--- src/shared/atl_pkg.sv ---
package atl_pkg;
  // Conversion and table geometry
  localparam int CODE_W = 8;
  localparam int IDX_W = 5;
  localparam int WGT_W = 3;
  localparam int TBL_DEPTH = 33;
  localparam int TBL_AW = 6;
  localparam logic [4:0] IDX_MASK = 5'h1f;
  localparam logic [2:0] WGT_MASK = 3'h7;
  localparam int IDX_SHIFT = 3;
  localparam int WGT_DIV = 8;
  // Gain codes
  localparam logic [1:0] GAIN_MIN = 2'h0;
  localparam logic [1:0] GAIN_MAX = 2'h3;
  localparam int GAIN_BIT_POS = 3;
  localparam logic [1:0] GAIN_RST = 2'h0;
  // Settling time
  localparam int CLK_MHZ = 100;
  localparam int SETTLE_US = 20;
  localparam int SETTLE_CYC = SETTLE_US * CLK_MHZ;
  localparam int RETRY_MAX = 1;
  // APB map
  localparam logic [7:0] ADDR_CTRL = 8'h00;
  localparam logic [7:0] ADDR_STATUS = 8'h04;
  localparam logic [7:0] ADDR_RESULT = 8'h08;
  localparam logic [7:0] ADDR_PIN_HI = 8'h0c;
  localparam logic [7:0] ADDR_PIN_LO = 8'h10;
  localparam logic [7:0] ADDR_TBL_IDX = 8'h14;
  localparam logic [7:0] ADDR_TBL_DATA = 8'h18;
  localparam int CTRL_START_BIT = 0;
  localparam int STAT_BUSY_BIT = 0;
  localparam int STAT_DONE_BIT = 1;

  // APB request carrier
  typedef struct packed {
    logic sel;
    logic enable;
    logic write;
    logic [7:0] addr;
    logic [31:0] wdata;
  } atl_apb_req_t;

  // Result carrier: value and gain range
  typedef struct packed {
    logic [1:0] gain;
    logic [7:0] raw;
    logic [7:0] value;
  } atl_result_t;
endpackage

--- src/core/atl_table_mem.sv ---
`timescale 1ns/1ps
// Table storage with registered read data
module atl_table_mem #(
  parameter int DEPTH = 33,
  parameter int AW = 6
) (
  input wire logic CLOCK,
  input wire logic we,
  input wire logic [AW-1:0] waddr,
  input wire logic [7:0] wdata,
  input wire logic [AW-1:0] raddr,
  output logic [7:0] rdata
);
  logic [7:0] mem [DEPTH];

  initial
  begin
    if (DEPTH > (1 << AW))
    begin
      $error("Table depth exceeds address width");
    end
  end

  // Write port
  always_ff @(posedge CLOCK)
  begin
    if (we && (32'(waddr) < DEPTH))
    begin
      mem[waddr] <= wdata;
    end
  end

  // Registered read; out of range reads as zero
  always_ff @(posedge CLOCK)
  begin
    if (32'(raddr) < DEPTH)
    begin
      rdata <= mem[raddr];
    end
    else
    begin
      rdata <= 8'h00;
    end
  end
endmodule

--- src/core/atl_linearizer.sv ---
`timescale 1ns/1ps
module atl_linearizer #(
  parameter int SETTLE_CYCLES = atl_pkg::SETTLE_CYC
) (
  input wire logic CLOCK,
  input wire logic RST_B,
  input wire logic PSEL,
  input wire logic PENABLE,
  input wire logic PWRITE,
  input wire logic [7:0] PADDR,
  input wire logic [31:0] PWDATA,
  output logic [31:0] PRDATA,
  output logic PREADY,
  output logic PSLVERR,
  input wire logic RANGE_COMPARE_IN_A,
  input wire logic RANGE_COMPARE_IN_B,
  output logic CONV_START,
  input wire logic CONV_DONE,
  input wire logic [7:0] CONV_DATA,
  output logic GAIN_SELECT_HIGH_PIN,
  output logic GAIN_SELECT_LOW_PIN,
  output logic [17:0] RESULT_OUT,
  output logic RESULT_VALID
);
  initial
  begin
    if (SETTLE_CYCLES < 1)
    begin
      $error("Settle count must be at least one");
    end
  end

  typedef enum logic [7:0] {
    ST_IDLE = 8'h01,
    ST_CHECK = 8'h02,
    ST_SETTLE = 8'h04,
    ST_CONV = 8'h08,
    ST_WAIT = 8'h10,
    ST_RD0 = 8'h20,
    ST_RD1 = 8'h40,
    ST_CALC = 8'h80
  } atl_state_t;

  atl_state_t state_ff;
  atl_state_t nxt_state;
  atl_pkg::atl_apb_req_t req;
  atl_pkg::atl_result_t result_ff;
  logic [7:0] pin_hi_ff;
  logic [7:0] pin_lo_ff;
  logic [5:0] tbl_idx_ff;
  logic [7:0] code_ff;
  logic [7:0] entry_ff;
  logic [7:0] tbl_rdata;
  logic [5:0] tbl_raddr;
  logic retry_ff;
  logic done_ff;
  logic start_ff;
  logic valid_ff;
  logic [31:0] settle_ff;
  logic below;
  logic above;
  logic wr_acc;
  logic tbl_we;
  logic [1:0] gain_now;

  ////////////////////////////////////////////////////////////////////////
  // Helpers

  // Index field of a code
  function automatic logic [4:0] idx_of(input logic [7:0] c);
    idx_of = 5'(c >> atl_pkg::IDX_SHIFT) & atl_pkg::IDX_MASK;
  endfunction

  // Weight field of a code
  function automatic logic [2:0] wgt_of(input logic [7:0] c);
    wgt_of = c[2:0] & atl_pkg::WGT_MASK;
  endfunction

  assign req = '{sel: PSEL, enable: PENABLE, write: PWRITE, addr: PADDR, wdata: PWDATA};
  assign wr_acc = req.sel && req.enable && req.write;
  assign tbl_we = wr_acc && (req.addr == atl_pkg::ADDR_TBL_DATA);
  // Comparator a low means below lower trip, b high means above upper
  assign below = !RANGE_COMPARE_IN_A;
  assign above = RANGE_COMPARE_IN_B;

  ////////////////////////////////////////////////////////////////////////
  // APB slave, zero wait states

  assign PREADY = 1'b1;

  // Unmapped addresses report an error
  always_comb
  begin
    case (req.addr)
      atl_pkg::ADDR_CTRL, atl_pkg::ADDR_STATUS, atl_pkg::ADDR_RESULT,
      atl_pkg::ADDR_PIN_HI, atl_pkg::ADDR_PIN_LO, atl_pkg::ADDR_TBL_IDX,
      atl_pkg::ADDR_TBL_DATA: PSLVERR = 1'b0;
      default: PSLVERR = req.sel && req.enable;
    endcase
  end

  // Read mux; table data is not readable to keep the read port for math
  always_comb
  begin
    PRDATA = 32'h0000_0000;
    case (req.addr)
      atl_pkg::ADDR_STATUS: PRDATA = {30'h0, done_ff, state_ff != ST_IDLE};
      atl_pkg::ADDR_RESULT: PRDATA = {14'h0, result_ff};
      atl_pkg::ADDR_PIN_HI: PRDATA = {24'h0, pin_hi_ff};
      atl_pkg::ADDR_PIN_LO: PRDATA = {24'h0, pin_lo_ff};
      atl_pkg::ADDR_TBL_IDX: PRDATA = {26'h0, tbl_idx_ff};
      default: PRDATA = 32'h0000_0000;
    endcase
  end

  // Table index auto-increments after each data write for easy loading
  always_ff @(posedge CLOCK or negedge RST_B)
  begin
    if (!RST_B)
    begin
      tbl_idx_ff <= 6'h00;
    end
    else if (wr_acc && req.addr == atl_pkg::ADDR_TBL_IDX)
    begin
      tbl_idx_ff <= req.wdata[5:0];
    end
    else if (tbl_we)
    begin
      tbl_idx_ff <= tbl_idx_ff + 6'h01;
    end
  end

  ////////////////////////////////////////////////////////////////////////
  // Table storage, 33 entries

  assign tbl_raddr = (state_ff == ST_RD0) ? {1'b0, idx_of(code_ff)}
                                          : 6'({1'b0, idx_of(code_ff)} + 6'h01);

  atl_table_mem #(
    .DEPTH(atl_pkg::TBL_DEPTH),
    .AW(atl_pkg::TBL_AW)
  ) u_table (
    .CLOCK(CLOCK),
    .we(tbl_we),
    .waddr(tbl_idx_ff),
    .wdata(req.wdata[7:0]),
    .raddr(tbl_raddr),
    .rdata(tbl_rdata)
  );

  ////////////////////////////////////////////////////////////////////////
  // Sequencer

  always_comb
  begin
    nxt_state = state_ff;
    case (state_ff)
      ST_IDLE:
        if (wr_acc && req.addr == atl_pkg::ADDR_CTRL && req.wdata[atl_pkg::CTRL_START_BIT])
          nxt_state = ST_CHECK;
      ST_CHECK:
      begin
        // Gain change only if one is possible and a retry remains
        if (!retry_ff && ((below && gain_now != atl_pkg::GAIN_MAX) ||
                          (above && gain_now != atl_pkg::GAIN_MIN)))
          nxt_state = ST_SETTLE;
        else
          nxt_state = ST_CONV;
      end
      ST_SETTLE:
        if (settle_ff == 32'd1)
          nxt_state = ST_CHECK;
      ST_CONV: nxt_state = ST_WAIT;
      ST_WAIT:
        if (CONV_DONE)
          nxt_state = ST_RD0;
      ST_RD0: nxt_state = ST_RD1;
      ST_RD1: nxt_state = ST_CALC;
      ST_CALC: nxt_state = ST_IDLE;
      default: nxt_state = ST_IDLE;
    endcase
  end

  always_ff @(posedge CLOCK or negedge RST_B)
  begin
    if (!RST_B)
    begin
      state_ff <= ST_IDLE;
    end
    else
    begin
      state_ff <= nxt_state;
    end
  end

  // One recheck only per measurement
  always_ff @(posedge CLOCK or negedge RST_B)
  begin
    if (!RST_B)
    begin
      retry_ff <= 1'b0;
    end
    else if (state_ff == ST_IDLE)
    begin
      retry_ff <= 1'b0;
    end
    else if (state_ff == ST_CHECK && nxt_state == ST_SETTLE)
    begin
      retry_ff <= 1'b1;
    end
  end

  // Settle counter loaded on every gain change made by the range check; pin register writes do not load it
  always_ff @(posedge CLOCK or negedge RST_B)
  begin
    if (!RST_B)
    begin
      settle_ff <= 32'd0;
    end
    else if (state_ff == ST_CHECK && nxt_state == ST_SETTLE)
    begin
      settle_ff <= 32'(SETTLE_CYCLES);
    end
    else if (settle_ff != 32'd0)
    begin
      settle_ff <= settle_ff - 32'd1;
    end
  end

  ////////////////////////////////////////////////////////////////////////
  // Gain control and pin control registers

  // Gain lives in bit 3 of both pin registers; software may also write them
  always_ff @(posedge CLOCK or negedge RST_B)
  begin
    if (!RST_B)
    begin
      pin_hi_ff <= 8'h00;
      pin_lo_ff <= 8'h00;
    end
    else if (state_ff == ST_CHECK && nxt_state == ST_SETTLE)
    begin
      // Below lower trip raises, above upper lowers
      if (below)
      begin
        {pin_hi_ff[atl_pkg::GAIN_BIT_POS], pin_lo_ff[atl_pkg::GAIN_BIT_POS]} <=
          gain_now + 2'h1;
      end
      else
      begin
        {pin_hi_ff[atl_pkg::GAIN_BIT_POS], pin_lo_ff[atl_pkg::GAIN_BIT_POS]} <=
          gain_now - 2'h1;
      end
    end
    else if (wr_acc && req.addr == atl_pkg::ADDR_PIN_HI)
    begin
      pin_hi_ff <= req.wdata[7:0];
    end
    else if (wr_acc && req.addr == atl_pkg::ADDR_PIN_LO)
    begin
      pin_lo_ff <= req.wdata[7:0];
    end
  end

  // Pins follow bit 3; codes 00..11 select gain 1, 2, 4, 8
  assign GAIN_SELECT_HIGH_PIN = pin_hi_ff[atl_pkg::GAIN_BIT_POS];
  assign GAIN_SELECT_LOW_PIN = pin_lo_ff[atl_pkg::GAIN_BIT_POS];
  // Live gain code; the result copy lags a clock, so decisions use this
  assign gain_now = {pin_hi_ff[atl_pkg::GAIN_BIT_POS], pin_lo_ff[atl_pkg::GAIN_BIT_POS]};

  ////////////////////////////////////////////////////////////////////////
  // Conversion and interpolation

  // Start pulse and captured code
  always_ff @(posedge CLOCK or negedge RST_B)
  begin
    if (!RST_B)
    begin
      start_ff <= 1'b0;
      code_ff <= 8'h00;
    end
    else
    begin
      start_ff <= (state_ff == ST_CHECK) && (nxt_state == ST_CONV);
      if (state_ff == ST_WAIT && CONV_DONE)
      begin
        code_ff <= CONV_DATA;
      end
    end
  end

  assign CONV_START = start_ff;

  // First fetched entry F(I)
  always_ff @(posedge CLOCK or negedge RST_B)
  begin
    if (!RST_B)
    begin
      entry_ff <= 8'h00;
    end
    else if (state_ff == ST_RD1)
    begin
      entry_ff <= tbl_rdata;
    end
  end

  // Signed difference, weighted, divided by 8 truncating toward zero
  // Operands widened before the multiply: 7 x 255 overflows nine bits
  logic signed [8:0] diff;
  logic signed [12:0] prod;
  logic [7:0] interp;
  assign diff = $signed({1'b0, tbl_rdata}) - $signed({1'b0, entry_ff});
  assign prod = 13'(diff) * 13'($signed({1'b0, wgt_of(code_ff)}));
  assign interp = 8'($signed({1'b0, entry_ff}) + 13'(prod / atl_pkg::WGT_DIV));

  // Result register holds value, raw code and gain range
  always_ff @(posedge CLOCK or negedge RST_B)
  begin
    if (!RST_B)
    begin
      result_ff <= '0;
      done_ff <= 1'b0;
      valid_ff <= 1'b0;
    end
    else
    begin
      valid_ff <= (state_ff == ST_CALC);
      result_ff.gain <= gain_now;
      if (state_ff == ST_CALC)
      begin
        result_ff.raw <= code_ff;
        if (wgt_of(code_ff) == 3'h0)
        begin
          result_ff.value <= entry_ff;
        end
        else
        begin
          result_ff.value <= interp;
        end
      end
      // Completion wins over a simultaneous clear
      if (state_ff == ST_CALC)
      begin
        done_ff <= 1'b1;
      end
      else if (wr_acc && req.addr == atl_pkg::ADDR_STATUS && req.wdata[atl_pkg::STAT_DONE_BIT])
      begin
        done_ff <= 1'b0;
      end
    end
  end

  assign RESULT_OUT = result_ff;
  assign RESULT_VALID = valid_ff;
endmodule

--- config.mk ---
export PLATFORM = sky130hd
export DESIGN_NAME = atl_linearizer
export DESIGN_NICKNAME = d
export VERILOG_FILES = /design/src/shared/atl_pkg.sv /design/src/core/atl_table_mem.sv /design/src/core/atl_linearizer.sv
export SDC_FILE = /design/constraint.sdc
export NUM_CORES = 1
export LEC_CHECK = 0
export ABC_CLOCK_PERIOD_IN_PS = 15000
export BUFFER_PORTS_ARGS = -buffer_cell sky130_fd_sc_hd__buf_2
export CAP_MARGIN = 25
export CORE_AREA = 10 10 246 248
export DETAILED_ROUTE_END_ITERATION = 12
export DIE_AREA = 0 0 256 258
export PLACE_DENSITY_LB_ADDON = 0.12
export SLEW_MARGIN = 0
export SYNTH_ARGS = -nofsm -noshare
export SYNTH_HDL_FRONTEND = slang
export SYNTH_SLANG_ARGS = --single-unit
--- constraint.sdc ---
create_clock -name CLOCK -period 15 [get_ports CLOCK]
set_clock_uncertainty 0.2 [all_clocks]
set_input_delay 1.5 -clock CLOCK [delete_from_list [all_inputs] [get_ports CLOCK]]
set_output_delay 1.5 -clock CLOCK [all_outputs]
set_load 0.01 [all_outputs]
==> key figures <==
Synthesis
  – Distinct cells, synth: 79
  – Syn. warnings: 0
  – Number of synthesized flops with an enable pin: 264
  – Share of the synthesized area in the top cell type: 0.4102
  – Top FF cell, synth: edfxtp_1
  – Area contributors post-synth: edfxtp_1 41%, dfrtp_1 13%, mux2i_1 6.1%
  – FFs w/ async S/R, synth: 0.2688
  – Cells after synthesis: 1628
  – Seq/Total Area, Yosys: 0.5480
  – Cell taking the most area after synthesis: edfxtp_1
  – Synthesized area: 0.01933 sq mm
  – Yosys reg bits: 372
  – Syn avg cell area: 11.87 sq um

GRT
  – Initial antenna violation count: 1
  – GRT overflow: 0
  – Total GRT Usage: 0.1627
  – Vias in the first global route: 13365
  – Largest net degree at the start of global routing: 53
  – Global-route wire length before repair: 83050 microns

Worst setup path
  – Max FO, Critical Path: 5
  – Crit path kind: reg2reg
  – Critical path required time: 15220 ps
  – CP arrival: 7600 ps
  – Worst Setup End Kind: register
  – Worst setup SP type: register

Layout
  – Fillers: 5360
  – Layout net count: 1799
  – Multi-input logic area: 0.008108 sq mm
  – Area growth syn-to-layout: 13.78%
  – Register Area: 0.01060 sq mm
  – Final std cells w/o fill: 2480
  – Layout cell share with drive strength beyond 1: 0.1400

Floorplan
  – Die width: 256 microns
  – Rows: 87
  – CORE AREA: 0.05573 sq mm
  – Die area: 0.06605 sq mm
  – Initial core utilization: 0.3468
  – Io pins: 112
  – Die H: 258 microns

Placement
  – Final HPWL DP: 36550 microns
  – Port-buffer cells: 72
  – GP Congestion: 0.8221
  – Placed insts: 2395

Timing
  – Finish-stage setup viols: 0
  – Minimum clock period: 7383 ps
  – RSZ-0062 raised after global routing: no
  – Slew @ Worst Pin: 1059 ps
  – Rel. slew slack: 0.2915
  – Fmax: 0.1354 GHz
  – Pins Over Slew Limit: 0
  – Final hold violations: 0
  – Final period util: 0.4922
  – Setup TNS: 0 ps

Detailed routing
  – WL per Instance: 22.15 microns
  – Drt initial violations: 889
  – DRC viols: 0
  – Via Count: 13346
  – Drt via density: 5.381
  – Post-route antenna net violation count: 0
  – DR pass1 iterations: 7
  – Final wirelength: 54940 microns

Run
  – Max cap viols: 0

Clocking
  – Hold-fix buffers, CTS: 0
  – CTS root buf: clkbuf_16
  – Clock transition at path regs: 60 ps
  – H-tree depth: 2
  – TritonCTS clock tree: built
  – Clock Sink Count: 372
  – Post-CTS setup buffer count: 0
  – CTS Buffer Depth: 3
  – Clk_lat worst skew: 570 ps
  – Post-CTS Resized: 0
  – CTS buffer count: 44

Pwr
  – Int Pwr: 1.773 mW
  – Clock power frac: 0.486
  – Sw Pwr: 457.2 uW
  – VDD IR max: 0.09182 mV
  – PwrDens: 101.4 mW/mm^2
  – Switching Share: 0.2050
  – Share of power burned in registers: 0.496
  – Comb power frac: 0.018
  – Static leakage: 8.420 nW

Status
  – Status: finished clean

Hold path
  – Hold Crit Class: reg2reg
-- worst max-delay path: stages (launching register included) --
cell and delay (ps):
dfrtp_1 460, ha_1 240, fa_1 410, nor2b_1 130
o21ai_0 100, a21boi_0 270, o21ai_0 150, a21boi_0 340
nor2_1 130, and2_1 180, ha_1 270, inv_1 50
fa_1 540, inv_1 50, ha_1 210, or3_1 400
a311oi_1 480, o31ai_1 190, xnor2_1 280, nor2_1 100
fa_1 420, a21oi_1 210, o21ai_0 150, a2111o_1 420
a21o_1 200, and2_1 160, a2111oi_0 410, nand2_1 90
-- logic make-up after synthesis --
family | after synthesis | share of synthesized area
compound gates | 318 | 0.1145
xor+xnor | 50 | 0.02305
fa+ha+maj | 57 | 0.04156
buf+inv | 169 | 0.03742
flops | 372 | 0.5480
mux | 176 | 0.1120
other cells | 2 | 0.0003885
simple gates | 484 | 0.1231
-- synthesized netlist by cell type (6+ instances only) --
cell type,n
nor2b_1,24
a21boi_0,8
a221oi_1,25
o21a_1,6
buf_2,26
clkbuf_1,54
o211ai_1,9
nand2b_1,6
mux2i_1,118
o22ai_1,21
dfxtp_1,8
nand3_1,48
o221ai_1,15
nor3b_1,7
edfxtp_1,264
a22oi_1,47
ha_1,45
dfrtp_1,99
a211oi_1,22
and2_1,31
nor3_1,21
a21oi_1,53
nor4_1,13
mux4_2,24
nor2_1,118
nand3b_1,8
nand2_1,154
or3_1,17
xnor2_1,29
inv_1,68
fa_1,12
nand4b_1,6
buf_4,15
a31oi_1,8
o21ai_0,51
mux2_2,30
o2111ai_1,6
xor2_1,20
-- area by class of cell --
class                   count  area share
flip-flops and latches    372      0.4819
multi-input cells        1100      0.3687
clock buffers              60     0.05610
well taps                 756     0.04301
repair buffers             99     0.02748
inverters                  69     0.01178
clock inverters            22     0.01081
diodes                      2   0.0002276
-- state kept, by name, summed over array words and instances (netlist names), 6 cells and up --
name,cells
u_table.rdata,8
code_ff,8
RESULT_OUT,18
settle_ff,32
pin_lo_ff,8
entry_ff,8
pin_hi_ff,8
state_ff,8
u_table.mem,264
tbl_idx_ff,6
-- metal layers --
layer / global-route usage / routed length [microns] / vias up
li1: - / - / 6214
met1: 0.2194 / 25270 / 6708
met2: 0.2662 / 25580 / 345
met3: 0.02926 / 2887 / 79
met4: 0.04265 / 1207 / 0
met5: 0 / 0 / -
-- per-stage QoR --
step	hold slack, ps	util	power [mW]	setup WS, ps	area, sq um
6_report	272.8	0.3946	2.231	7617	21990
5_1_grt	297.4	0.3945	2.304	7001	21990
4_1_cts	273.9	0.3940	2.259	7504	21960
3_5_place_dp	265.2	0.3676	1.169	7544	20490
3_3_place_gp	257.3	0.3666	1.168	7616	20430
2_1_floorplan	217.6	-	1.140	8673	19380
-- worst paths after layout --
check / startpoint / end / slack (ps) / depth (start not counted)
max in group asynchronous: RST_B / code_ff[4] / 12570 / 2
worst min-delay path: u_table.rdata[6] / entry_ff[6] / 270 / 2
min in group asynchronous: RST_B / RESULT_OUT[7] / 770 / 1
worst max register to register: entry_ff[0] / RESULT_OUT[7] / 7620 / 27
worst min register to register: u_table.rdata[6] / entry_ff[6] / 270 / 2
worst max-delay path: entry_ff[0] / RESULT_OUT[7] / 7620 / 27
-- cells in the final DEF (no fill, tap or decap), types with 9 or more instances in the layout --
master	netlist	layout
nor2b_1	24	24
o221ai_1	15	15
nand3_1	48	48
o21ai_0	51	50
a211oi_1	22	22
inv_1	68	68
nand2_1	154	154
mux2_2	30	30
a22oi_1	47	47
o22ai_1	21	21
mux2i_1	118	118
dfrtp_1	99	97
and2_1	31	31
ha_1	45	44
clkinv_1	0	9
clkbuf_16	0	46
xor2_1	20	20
conb_1	2	15
buf_2	26	71
buf_4	15	23
mux4_2	24	24
fa_1	12	12
o211ai_1	9	9
edfxtp_1	264	264
nor2_1	118	118
nor4_1	13	11
nor3_1	21	20
xnor2_1	29	29
or3_1	17	17
a221oi_1	25	25
a21oi_1	53	51
clkbuf_1	54	11
-- power groups by stage --
stage | logic, mW | registers (mW) | clock network (mW)
final | 0.0407 | 1.11 | 1.08
after global routing | 0.0449 | 1.11 | 1.15
after CTS | 0.0414 | 1.11 | 1.11
after detailed placement | 0.0414 | 1.13 | 0
after global placement | 0.0411 | 1.13 | 0
after floorplan | 0.0137 | 1.13 | 0
Note: power is estimated with default switching activity, not from simulation.
